<file path="src/design/cdr_params.svh">
// constants for the dedicated cpu register block
`ifndef CDR_PARAMS_SVH
`define CDR_PARAMS_SVH

// apb byte offsets
`define CDR_OFF_PC      8'h00
`define CDR_OFF_ACC     8'h04
`define CDR_OFF_TMP     8'h08
`define CDR_OFF_IDX     8'h0c
`define CDR_OFF_EXT     8'h10
`define CDR_OFF_STK     8'h14
`define CDR_OFF_PSW     8'h18
`define CDR_OFF_GPR     8'h1c
`define CDR_OFF_STAT    8'h20

// reset values
`define CDR_PC_RST      16'hfffd
`define CDR_IE_RST      1'b0
`define CDR_IL_RST      2'b11

// cond_flags bit positions (low byte of proc_state_word)
`define CDR_BIT_C       0
`define CDR_BIT_V       1
`define CDR_BIT_Z       2
`define CDR_BIT_N       3
`define CDR_BIT_ILLO    4
`define CDR_BIT_ILHI    5
`define CDR_BIT_IE      6
`define CDR_BIT_H       7

// field widths and positions
`define CDR_BANK_MSB    4
`define CDR_RSEL_W      3
`define CDR_GPR_BASE    16'h0100
`define CDR_BYTE_MSB    7
`define CDR_NIB_MSB     3

`endif

</file>
<file path="src/design/cdr_pkg.sv">
// types shared by the dedicated cpu register block
package cdr_pkg;

    // target of a core-side write
    typedef enum logic [2:0] {
        CDR_SEL_PC,
        CDR_SEL_ACC,
        CDR_SEL_TMP,
        CDR_SEL_IDX,
        CDR_SEL_EXT,
        CDR_SEL_STK,
        CDR_SEL_PSW
    } cdr_sel_t;

    // flag-producing operations
    typedef enum logic [1:0] {
        CDR_OP_ADD,
        CDR_OP_SUB,
        CDR_OP_SHL,
        CDR_OP_SHR
    } cdr_op_t;

    // interrupt level number: 1 highest, 3 lowest
    function automatic logic [1:0] cdr_level(input logic [1:0] code);
        cdr_level = (code[1] == 1'b0) ? 2'd1 : ((code[0] == 1'b0) ? 2'd2 : 2'd3);
    endfunction : cdr_level

endpackage : cdr_pkg

</file>
<file path="src/design/cdr_alu_if.sv">
// operand and flag bundle between register file and flag unit
`timescale 1ns/1ps
interface cdr_alu_if;
    import cdr_pkg::*;
    logic [7:0] opa;
    logic [7:0] opb;
    cdr_op_t    op;
    logic [7:0] res;
    logic       fh;
    logic       fn;
    logic       fz;
    logic       fv;
    logic       fc;

    modport regs (output opa, output opb, output op, input res, input fh, input fn, input fz, input fv, input fc);
    modport unit (input opa, input opb, input op, output res, output fh, output fn, output fz, output fv, output fc);
endinterface : cdr_alu_if

</file>
<file path="src/design/cdr_flag_unit.sv">
// 8-bit result and condition flag computation
`timescale 1ns/1ps
`include "cdr_params.svh"
module cdr_flag_unit
    import cdr_pkg::*;
(
    cdr_alu_if.unit alu
);
    logic [8:0] sum9;
    logic [8:0] dif9;
    logic [4:0] hsum;
    logic [4:0] hdif;

    // widened sums keep carry and borrow out of bit 7 and bit 3
    assign sum9 = {1'b0, alu.opa} + {1'b0, alu.opb};
    assign dif9 = {1'b0, alu.opa} - {1'b0, alu.opb};
    assign hsum = {1'b0, alu.opa[`CDR_NIB_MSB:0]} + {1'b0, alu.opb[`CDR_NIB_MSB:0]};
    assign hdif = {1'b0, alu.opa[`CDR_NIB_MSB:0]} - {1'b0, alu.opb[`CDR_NIB_MSB:0]};

    // per-operation result, half carry, overflow and carry
    always_comb
    begin
        case (alu.op)
            CDR_OP_ADD:
            begin
                alu.res = sum9[7:0];
                alu.fh  = hsum[4];
                alu.fv  = (alu.opa[7] == alu.opb[7]) && (sum9[7] != alu.opa[7]);
                alu.fc  = sum9[8];
            end
            CDR_OP_SUB:
            begin
                alu.res = dif9[7:0];
                alu.fh  = hdif[4];
                alu.fv  = (alu.opa[7] != alu.opb[7]) && (dif9[7] != alu.opa[7]);
                alu.fc  = dif9[8];
            end
            CDR_OP_SHL:
            begin
                alu.res = {alu.opa[6:0], 1'b0};
                alu.fh  = 1'b0;
                alu.fv  = 1'b0;
                alu.fc  = alu.opa[7];
            end
            default:
            begin
                alu.res = {1'b0, alu.opa[7:1]};
                alu.fh  = 1'b0;
                alu.fv  = 1'b0;
                alu.fc  = alu.opa[0];
            end
        endcase
    end

    // sign and zero follow the result
    assign alu.fn = alu.res[`CDR_BYTE_MSB];
    assign alu.fz = (alu.res == 8'h00);
endmodule : cdr_flag_unit

</file>
<file path="src/design/cdr_irq_gpr.sv">
// interrupt acceptance and register-bank address forming
`timescale 1ns/1ps
`include "cdr_params.svh"
module cdr_irq_gpr
    import cdr_pkg::*;
(
    input  wire logic       ie_i,
    input  wire logic [1:0] mask_i,
    input  wire logic       req_i,
    input  wire logic [1:0] req_lvl_i,
    input  wire logic [7:0] bank_i,
    input  wire logic [2:0] rnum_i,
    output logic            accept_o,
    output logic [15:0]     gpr_addr_o
);
    // smaller level number means higher priority
    assign accept_o = req_i && ie_i && (cdr_level(req_lvl_i) < cdr_level(mask_i));

    // eight registers per bank, 32 banks above the data-area base
    assign gpr_addr_o = `CDR_GPR_BASE + {8'h00, bank_i[`CDR_BANK_MSB:0], rnum_i};
endmodule : cdr_irq_gpr

</file>
<file path="src/design/cdr_regs.sv">
// dedicated cpu register set with apb access and core port
//
// Implementation choices: the APB register port and the register addresses.
`timescale 1ns/1ps
`include "cdr_params.svh"

// Overview of operation
// - the fetch pointer is 16 bits and reset loads it with fffd hex.
// - the first operand register is 16 bits, byte operations use its low byte, reset leaves it undefined.
// - the second operand register is 16 bits, byte operations use its low byte, reset leaves it undefined.
// - offset base, extra pointer and stack top are 16-bit address registers left undefined by reset.
// - the state word splits into bank select in the upper byte and condition flags in the lower byte.
// - reset clears the interrupt enable and sets both mask bits to 11, other state bits stay undefined.
// - interrupts are accepted only while the interrupt enable is 1.
// - mask codes 00/01 mean level 1, 10 level 2, 11 level 3, and only higher-priority requests pass.
// - half carry is set on carry or borrow from bit 3 into bit 4, else cleared.
// - negative copies the most significant bit of the result.
// - zero is set for a zero result and cleared otherwise.
// - overflow is set on two's complement overflow and cleared otherwise.
// - carry is set on carry or borrow out of bit 7, or takes the shifted-out bit for shifts.
// - general registers are 8 bits, eight per bank, up to 32 banks chosen by bank select.
module cdr_regs
    import cdr_pkg::*;
(
    input  wire logic        clk_sys_i,
    input  wire logic        rst_n_i,
    input  wire logic        ce_i,
    // apb slave
    input  wire logic        psel_i,
    input  wire logic        penable_i,
    input  wire logic        pwrite_i,
    input  wire logic [7:0]  paddr_i,
    input  wire logic [31:0] pwdata_i,
    output logic      [31:0] prdata_o,
    output logic             pready_o,
    output logic             pslverr_o,
    // core execution side
    input  wire logic        core_we_i,
    input  wire cdr_sel_t    core_sel_i,
    input  wire logic [15:0] core_wdata_i,
    input  wire logic        core_pc_inc_i,
    input  wire logic        alu_upd_i,
    input  wire cdr_op_t     alu_op_i,
    input  wire logic [2:0]  gpr_num_i,
    input  wire logic        irq_req_i,
    input  wire logic [1:0]  irq_lvl_i,
    output logic      [15:0] fetch_pointer_o,
    output logic      [15:0] first_operand_o,
    output logic      [15:0] second_operand_o,
    output logic      [15:0] offset_base_o,
    output logic      [15:0] extra_mem_ptr_o,
    output logic      [15:0] stack_top_o,
    output logic      [15:0] proc_state_word_o,
    output logic      [15:0] gpr_addr_o,
    output logic             irq_accept_o
);
    ////////////////////////////////////////////////////////////////////////////
    logic [15:0] fetch_pointer_q;
    logic [15:0] acc_q;
    logic [15:0] tmp_q;
    logic [15:0] idx_q;
    logic [15:0] ext_q;
    logic [15:0] stk_q;
    logic [7:0]  bank_select_q;
    logic [7:0]  cond_flags_q;
    logic [31:0] prdata_q;
    logic        pready_q;
    logic        pslverr_q;
    logic [15:0] gpr_addr_q;
    logic        irq_accept_q;
    logic        apb_wr;
    logic        apb_hit;
    logic [31:0] rd_mux;
    logic        accept_d;
    logic [15:0] gpr_addr_d;

    // reset code of the level mask, split into its two bits below
    localparam logic [1:0] IL_RST = `CDR_IL_RST;

    cdr_alu_if alu_bus ();

    ////////////////////////////////////////////////////////////////////////////
    // helpers
    function automatic logic core_hit(input logic we, input cdr_sel_t sel, input cdr_sel_t tgt);
        core_hit = we && (sel == tgt);
    endfunction : core_hit

    function automatic logic apb_hit_at(input logic wr, input logic [7:0] addr, input logic [7:0] off);
        apb_hit_at = wr && (addr == off);
    endfunction : apb_hit_at

    ////////////////////////////////////////////////////////////////////////////
    // apb slave: one-cycle access phase, write commits at the pready edge
    assign apb_wr = psel_i && penable_i && pwrite_i && pready_q;

    // read mux and address decode
    always_comb
    begin
        apb_hit = 1'b1;
        rd_mux  = 32'h0000_0000;
        case (paddr_i)
            `CDR_OFF_PC:   rd_mux = {16'h0000, fetch_pointer_q};
            `CDR_OFF_ACC:  rd_mux = {16'h0000, acc_q};
            `CDR_OFF_TMP:  rd_mux = {16'h0000, tmp_q};
            `CDR_OFF_IDX:  rd_mux = {16'h0000, idx_q};
            `CDR_OFF_EXT:  rd_mux = {16'h0000, ext_q};
            `CDR_OFF_STK:  rd_mux = {16'h0000, stk_q};
            `CDR_OFF_PSW:  rd_mux = {16'h0000, bank_select_q, cond_flags_q};
            `CDR_OFF_GPR:  rd_mux = {16'h0000, gpr_addr_q};
            `CDR_OFF_STAT: rd_mux = {31'h0000_0000, irq_accept_q};
            default:       apb_hit = 1'b0;
        endcase
    end

    // answer handshake: ready raised for the single access cycle
    always_ff @(posedge clk_sys_i)
    begin
        if (!rst_n_i)
        begin
            pready_q  <= 1'b0;
            pslverr_q <= 1'b0;
            prdata_q  <= 32'h0000_0000;
        end
        else if (ce_i)
        begin
            pready_q  <= psel_i && !penable_i;
            pslverr_q <= psel_i && !penable_i && !apb_hit; // unmapped offsets fail
            prdata_q  <= (psel_i && !penable_i && !pwrite_i) ? rd_mux : 32'h0000_0000;
        end
    end

    ////////////////////////////////////////////////////////////////////////////
    // fetch pointer; core writes win over apb in the same cycle
    always_ff @(posedge clk_sys_i)
    begin
        if (!rst_n_i)
            fetch_pointer_q <= `CDR_PC_RST;
        else if (ce_i)
        begin
            if (core_hit(core_we_i, core_sel_i, CDR_SEL_PC))
                fetch_pointer_q <= core_wdata_i;
            else if (apb_hit_at(apb_wr, paddr_i, `CDR_OFF_PC))
                fetch_pointer_q <= pwdata_i[15:0];
            else if (core_pc_inc_i)
                fetch_pointer_q <= fetch_pointer_q + 16'h0001;
        end
    end

    // operand registers: no reset, contents undefined until written
    always_ff @(posedge clk_sys_i)
    begin
        if (ce_i)
        begin
            if (alu_upd_i)
                acc_q[`CDR_BYTE_MSB:0] <= alu_bus.res;
            else if (core_hit(core_we_i, core_sel_i, CDR_SEL_ACC))
                acc_q <= core_wdata_i;
            else if (apb_hit_at(apb_wr, paddr_i, `CDR_OFF_ACC))
                acc_q <= pwdata_i[15:0];
            if (core_hit(core_we_i, core_sel_i, CDR_SEL_TMP))
                tmp_q <= core_wdata_i;
            else if (apb_hit_at(apb_wr, paddr_i, `CDR_OFF_TMP))
                tmp_q <= pwdata_i[15:0];
        end
    end

    // address registers: no reset
    always_ff @(posedge clk_sys_i)
    begin
        if (ce_i)
        begin
            if (core_hit(core_we_i, core_sel_i, CDR_SEL_IDX))
                idx_q <= core_wdata_i;
            else if (apb_hit_at(apb_wr, paddr_i, `CDR_OFF_IDX))
                idx_q <= pwdata_i[15:0];
            if (core_hit(core_we_i, core_sel_i, CDR_SEL_EXT))
                ext_q <= core_wdata_i;
            else if (apb_hit_at(apb_wr, paddr_i, `CDR_OFF_EXT))
                ext_q <= pwdata_i[15:0];
            if (core_hit(core_we_i, core_sel_i, CDR_SEL_STK))
                stk_q <= core_wdata_i;
            else if (apb_hit_at(apb_wr, paddr_i, `CDR_OFF_STK))
                stk_q <= pwdata_i[15:0];
        end
    end

    ////////////////////////////////////////////////////////////////////////////
    // flag unit sees the low bytes of the two operand registers
    assign alu_bus.opa = acc_q[`CDR_BYTE_MSB:0];
    assign alu_bus.opb = tmp_q[`CDR_BYTE_MSB:0];
    assign alu_bus.op  = alu_op_i;

    cdr_flag_unit u_flags (
        .alu (alu_bus.unit)
    );

    // bank select: upper byte of the state word, no reset
    always_ff @(posedge clk_sys_i)
    begin
        if (ce_i)
        begin
            if (core_hit(core_we_i, core_sel_i, CDR_SEL_PSW))
                bank_select_q <= core_wdata_i[15:8];
            else if (apb_hit_at(apb_wr, paddr_i, `CDR_OFF_PSW))
                bank_select_q <= pwdata_i[15:8];
        end
    end

    // control bits of cond_flags: enable and level mask have reset values
    always_ff @(posedge clk_sys_i)
    begin
        if (!rst_n_i)
        begin
            cond_flags_q[`CDR_BIT_IE]   <= `CDR_IE_RST;
            cond_flags_q[`CDR_BIT_ILHI] <= IL_RST[1];
            cond_flags_q[`CDR_BIT_ILLO] <= IL_RST[0];
        end
        else if (ce_i)
        begin
            if (core_hit(core_we_i, core_sel_i, CDR_SEL_PSW))
            begin
                cond_flags_q[`CDR_BIT_IE]   <= core_wdata_i[`CDR_BIT_IE];
                cond_flags_q[`CDR_BIT_ILHI] <= core_wdata_i[`CDR_BIT_ILHI];
                cond_flags_q[`CDR_BIT_ILLO] <= core_wdata_i[`CDR_BIT_ILLO];
            end
            else if (apb_hit_at(apb_wr, paddr_i, `CDR_OFF_PSW))
            begin
                cond_flags_q[`CDR_BIT_IE]   <= pwdata_i[`CDR_BIT_IE];
                cond_flags_q[`CDR_BIT_ILHI] <= pwdata_i[`CDR_BIT_ILHI];
                cond_flags_q[`CDR_BIT_ILLO] <= pwdata_i[`CDR_BIT_ILLO];
            end
            // arithmetic flags: left undefined by reset; alu update wins over writes
            if (alu_upd_i)
            begin
                cond_flags_q[`CDR_BIT_H] <= alu_bus.fh;
                cond_flags_q[`CDR_BIT_N] <= alu_bus.fn;
                cond_flags_q[`CDR_BIT_Z] <= alu_bus.fz;
                cond_flags_q[`CDR_BIT_V] <= alu_bus.fv;
                cond_flags_q[`CDR_BIT_C] <= alu_bus.fc;
            end
            else if (core_hit(core_we_i, core_sel_i, CDR_SEL_PSW))
            begin
                cond_flags_q[`CDR_BIT_H] <= core_wdata_i[`CDR_BIT_H];
                cond_flags_q[`CDR_BIT_N] <= core_wdata_i[`CDR_BIT_N];
                cond_flags_q[`CDR_BIT_Z] <= core_wdata_i[`CDR_BIT_Z];
                cond_flags_q[`CDR_BIT_V] <= core_wdata_i[`CDR_BIT_V];
                cond_flags_q[`CDR_BIT_C] <= core_wdata_i[`CDR_BIT_C];
            end
            else if (apb_hit_at(apb_wr, paddr_i, `CDR_OFF_PSW))
            begin
                cond_flags_q[`CDR_BIT_H] <= pwdata_i[`CDR_BIT_H];
                cond_flags_q[`CDR_BIT_N] <= pwdata_i[`CDR_BIT_N];
                cond_flags_q[`CDR_BIT_Z] <= pwdata_i[`CDR_BIT_Z];
                cond_flags_q[`CDR_BIT_V] <= pwdata_i[`CDR_BIT_V];
                cond_flags_q[`CDR_BIT_C] <= pwdata_i[`CDR_BIT_C];
            end
        end
    end

    ////////////////////////////////////////////////////////////////////////////
    // interrupt gate and bank address
    cdr_irq_gpr u_irq_gpr (
        .ie_i       (cond_flags_q[`CDR_BIT_IE]),
        .mask_i     ({cond_flags_q[`CDR_BIT_ILHI], cond_flags_q[`CDR_BIT_ILLO]}),
        .req_i      (irq_req_i),
        .req_lvl_i  (irq_lvl_i),
        .bank_i     (bank_select_q),
        .rnum_i     (gpr_num_i),
        .accept_o   (accept_d),
        .gpr_addr_o (gpr_addr_d)
    );

    // registered so every top output comes from a flop; one cycle of latency
    always_ff @(posedge clk_sys_i)
    begin
        if (!rst_n_i)
        begin
            irq_accept_q <= 1'b0;
            gpr_addr_q   <= 16'h0000;
        end
        else if (ce_i)
        begin
            irq_accept_q <= accept_d;
            gpr_addr_q   <= gpr_addr_d;
        end
    end

    ////////////////////////////////////////////////////////////////////////////
    assign prdata_o          = prdata_q;
    assign pready_o          = pready_q;
    assign pslverr_o         = pslverr_q;
    assign fetch_pointer_o   = fetch_pointer_q;
    assign first_operand_o   = acc_q;
    assign second_operand_o  = tmp_q;
    assign offset_base_o     = idx_q;
    assign extra_mem_ptr_o   = ext_q;
    assign stack_top_o       = stk_q;
    assign proc_state_word_o = {bank_select_q, cond_flags_q};
    assign gpr_addr_o        = gpr_addr_q;
    assign irq_accept_o      = irq_accept_q;

    // the bank pointer has no reset, so its address check waits for the first state-word write
    logic bank_set_q;
    always_ff @(posedge clk_sys_i)
    begin
        if (!rst_n_i)
            bank_set_q <= 1'b0;
        else if (ce_i && (core_hit(core_we_i, core_sel_i, CDR_SEL_PSW)
                          || apb_hit_at(apb_wr, paddr_i, `CDR_OFF_PSW)))
            bank_set_q <= 1'b1;
    end
endmodule : cdr_regs

</file>
<file path="config.mk">
export PLATFORM = sky130hd
export DESIGN_NAME = cdr_regs
export DESIGN_NICKNAME = d
export VERILOG_FILES = /design/src/design/cdr_pkg.sv /design/src/design/cdr_alu_if.sv /design/src/design/cdr_flag_unit.sv /design/src/design/cdr_irq_gpr.sv /design/src/design/cdr_regs.sv
export VERILOG_INCLUDE_DIRS = /design/src /design/src/design
export SDC_FILE = /design/constraint.sdc
export NUM_CORES = 1
export LEC_CHECK = 0
export BUFFER_PORTS_ARGS = -buffer_cell sky130_fd_sc_hd__buf_2
export CAP_MARGIN = 20
export CORE_MARGIN = 2
export CORE_UTILIZATION = 54
export DETAILED_ROUTE_END_ITERATION = 10
export PLACE_DENSITY = 0.93
export SYNTH_ARGS = -nofsm -noshare
export SYNTH_HDL_FRONTEND = slang
export SYNTH_HIERARCHICAL = 1
export SYNTH_SLANG_ARGS = --single-unit
</file>
<file path="constraint.sdc">
create_clock -name clk_sys_i -period 3.5 [get_ports clk_sys_i]
set_input_delay 0.7 -clock clk_sys_i [delete_from_list [all_inputs] [get_ports clk_sys_i]]
set_output_delay 0.7 -clock clk_sys_i [all_outputs]
set_load 0.1 [all_outputs]
</file>
==> out/metrics.cfg <==
[floorplanning]
die_width_um=135
ios=239
die_y_um=135
start_util=0.547
core_um2=17100
fp-row-count=48
dieArea_um2=18300

[critical_path]
worst-setup-path-type=register to register
worst-path-buf-inv=2
worst_path_max_delay_cell=edfxtp_1
end_kind=register
start_kind=register
critPathTopFamily=compound AO/OA/AOI/OAI gates
critPathRequiredTime_ns=3.67
path_max_fanout=6
cp_cell_sequence=inv_1, ha_1, inv_1, fa_1, a21oi_1, o211ai_1, o211ai_1, a211oi_1, a211oi_1, nor4_2, nand2_1, o21ai_0
cp_data_arrival_time_ns=3.10
cpPeakStageDelay_ns=0.51

[sta]
setup_viol=0
fin_crit_ns=2.94
fin_skew_ns=0.00803
hold_violations=0
maxSlewViolCount=0
finalCritPeriodShare=0.839
fmax_ghz=0.340
setup_ws_ns=0.563
tightestPinTransition_ns=0.794
tns_ns=0
rsz0062_at_grt=no
max_slew_margin=0.469

[yosys]
synthAdderAreaFrac=0.0352
syn_area_per_cell_um2=10.3
synthCells=903
yosys_warnings=6
synth_compound_area_frac=0.135
synth_edf_count=93
synth_mux_area_frac=0.189
synth_seq_area_share=0.416
synth_xor_area_frac=0.0160
ys_ff_latch=147
synth_cell_types=84
async_flop_share=0
synthSimpleGateAreaFrac=0.146
synthFlopType=edfxtp_1
synth_top_family_by_area=multiplexers
netlist_area_um2=9320

[global_routing]
grt_pass1_wl_mm=49.0
track_usage=0.356
grt_max_degree=30
antenna_found_initial=1
grt-ovfl-total=0
grt_pass1_vias=8408

[clock_network]
cts_resized=0
cts_buffers=17
htree_levels=4
cts_hold_buf=0
cts_tree=done
clock-sinks=147
clockBufferDepth=2
path_clk_slew_ns=0.06
clock_latency_ns=0.44
cts-root-buf=clkbuf_16
post_cts_buffers=0

[detailed_routing]
drt_iter0_drc=1248
firstDrtPassIters=7
post-route-drc-count=0
drtAntennaViolNets=0
via_per_inst=6.67
wl_per_cell_um=24.4
drt-total-wl_mm=32.6
vias=8890

[placed_design]
place_ws_ns=0.614
placedCellCount=1298
gp_routability_congestion=0.948
port_buffers=206
dp_hpwl_mm=23.1

[status]
outcome=completed

[cells_and_area]
drive_gt1_frac=0.329
final_common_cell=buf_2
layout_common_cells=buf_2, nand2_1, edfxtp_1
area_growth_pct=17.6
num-nets-final=1193
stdcell_count=1333
fillerInstances=1253

[power]
ir_drop_mv=0.368
cellPowerDensity_nw_per_um2=430
leakage_nw=4.71

[worst_hold_path]
hp-class=register to register

[run]
cap_violations=0

cell type report:
type                       instances  area (um^2)  area share
antenna                            3         7.51    0.000685
multi-input combinational        668         4940       0.451
tap                              225          282      0.0257
clock buffer                      26          489      0.0446
inverter                          22         82.6     0.00753
sequential                       147         3870       0.353
clock inverter                     6         30.0     0.00274
timing repair buffer             236         1260       0.115
final timing paths:
path	slack [ns]	depth (start not counted)	to	startpoint
max	0.56	12	cond_flags_q[2]	first_operand_o[0]
min	0.45	2	prdata_o[11]	prdata_o[11]
max reg2reg	0.56	12	cond_flags_q[2]	first_operand_o[0]
min reg2reg	0.45	2	prdata_o[11]	prdata_o[11]
registers in the layout, summed over array words and instances, names as in the netlist:
| name | flops |
|---|---|
| extra_mem_ptr_o | 16 |
| prdata_o | 16 |
| first_operand_o | 16 |
| fetch_pointer_o | 16 |
| second_operand_o | 16 |
| irq_accept_o | 1 |
| gpr_addr_o | 16 |
| offset_base_o | 16 |
| bank_select_q | 8 |
| stack_top_o | 16 |
| pready_o | 1 |
| pslverr_o | 1 |
| cond_flags_q | 8 |
cells by family (layout without fill, tap and decap cells):
group | count (synthesis) | after routing
flip-flops | 147 | 147
buffers and inverters | 109 | 290
adder cells (fa/ha/maj) | 25 | 25
XOR/XNOR | 17 | 17
multiplexers | 160 | 160
AO/OA/AOI/OAI | 179 | 179
AND/OR/NAND/NOR | 263 | 263
other | 3 | 27
power breakdown:
part	internal, mW	switching (mW)	total [mW]	leakage (nW)
clock	0.953	0.699	1.65	0.253
combinational	0.276	0.817	1.09	3.17
sequential	1.90	0.0694	1.97	1.29
total	3.13	1.59	4.72	4.71
stage by stage:
| stage | util | hold slack, ns | cell area (um^2) | power (mW) |
|---|---|---|---|---|
| global route | 0.643 | 0.467 | 11000 | 4.83 |
| detailed placement | 0.612 | 0.437 | 10400 | 3.06 |
| floorplan | - | 0.818 | 9400 | 2.84 |
| finish | 0.643 | 0.447 | 11000 | 4.72 |
| global placement | 0.612 | 0.430 | 10400 | 3.03 |
| CTS | 0.642 | 0.446 | 11000 | 4.69 |
metal layers:
| metal | track usage | part of all wire | vias up |
|---|---|---|---|
| met5 | 0 | 0 | - |
| met4 | 0.208 | 0.077 | 0 |
| met3 | 0.113 | 0.15 | 239 |
| met2 | 0.519 | 0.43 | 873 |
| met1 | 0.465 | 0.35 | 4065 |
| li1 | - | - | 3713 |
worst reg2reg max path: stages, from the launching register on:
cell,delay (ns)
edfxtp_1,0.51
inv_1,0.14
ha_1,0.17
inv_1,0.06
fa_1,0.45
a21oi_1,0.26
o211ai_1,0.15
o211ai_1,0.13
a211oi_1,0.10
a211oi_1,0.45
nor4_2,0.10
nand2_1,0.08
o21ai_0,0.07
synth_stat cells (6+ instances only):
cell | instances | share of area
edfxtp_1 | 93 | 0.30
nand2_1 | 93 | 0.037
mux2i_1 | 80 | 0.086
mux2_2 | 75 | 0.091
dfxtp_1 | 54 | 0.12
nor2_1 | 54 | 0.022
o21ai_0 | 42 | 0.023
buf_4 | 33 | 0.027
clkbuf_1 | 32 | 0.013
a21oi_1 | 25 | 0.013
ha_1 | 23 | 0.031
inv_1 | 20 | 0.0081
nand3_1 | 16 | 0.0086
buf_2 | 15 | 0.0081
nor2b_1 | 15 | 0.010
nor3_1 | 15 | 0.0081
o22ai_1 | 12 | 0.0081
o211ai_1 | 11 | 0.0089
a22o_1 | 9 | 0.0085
nand4_1 | 9 | 0.0060
xor2_1 | 9 | 0.0085
xnor2_1 | 8 | 0.0075
nor4_1 | 7 | 0.0047
o2111ai_1 | 7 | 0.0066
a211o_1 | 6 | 0.0056
a211oi_1 | 6 | 0.0048
nand3b_1 | 6 | 0.0048
o2bb2ai_1 | 6 | 0.0056
o31ai_1 | 6 | 0.0048
Power figures use the tool's default switching activity.
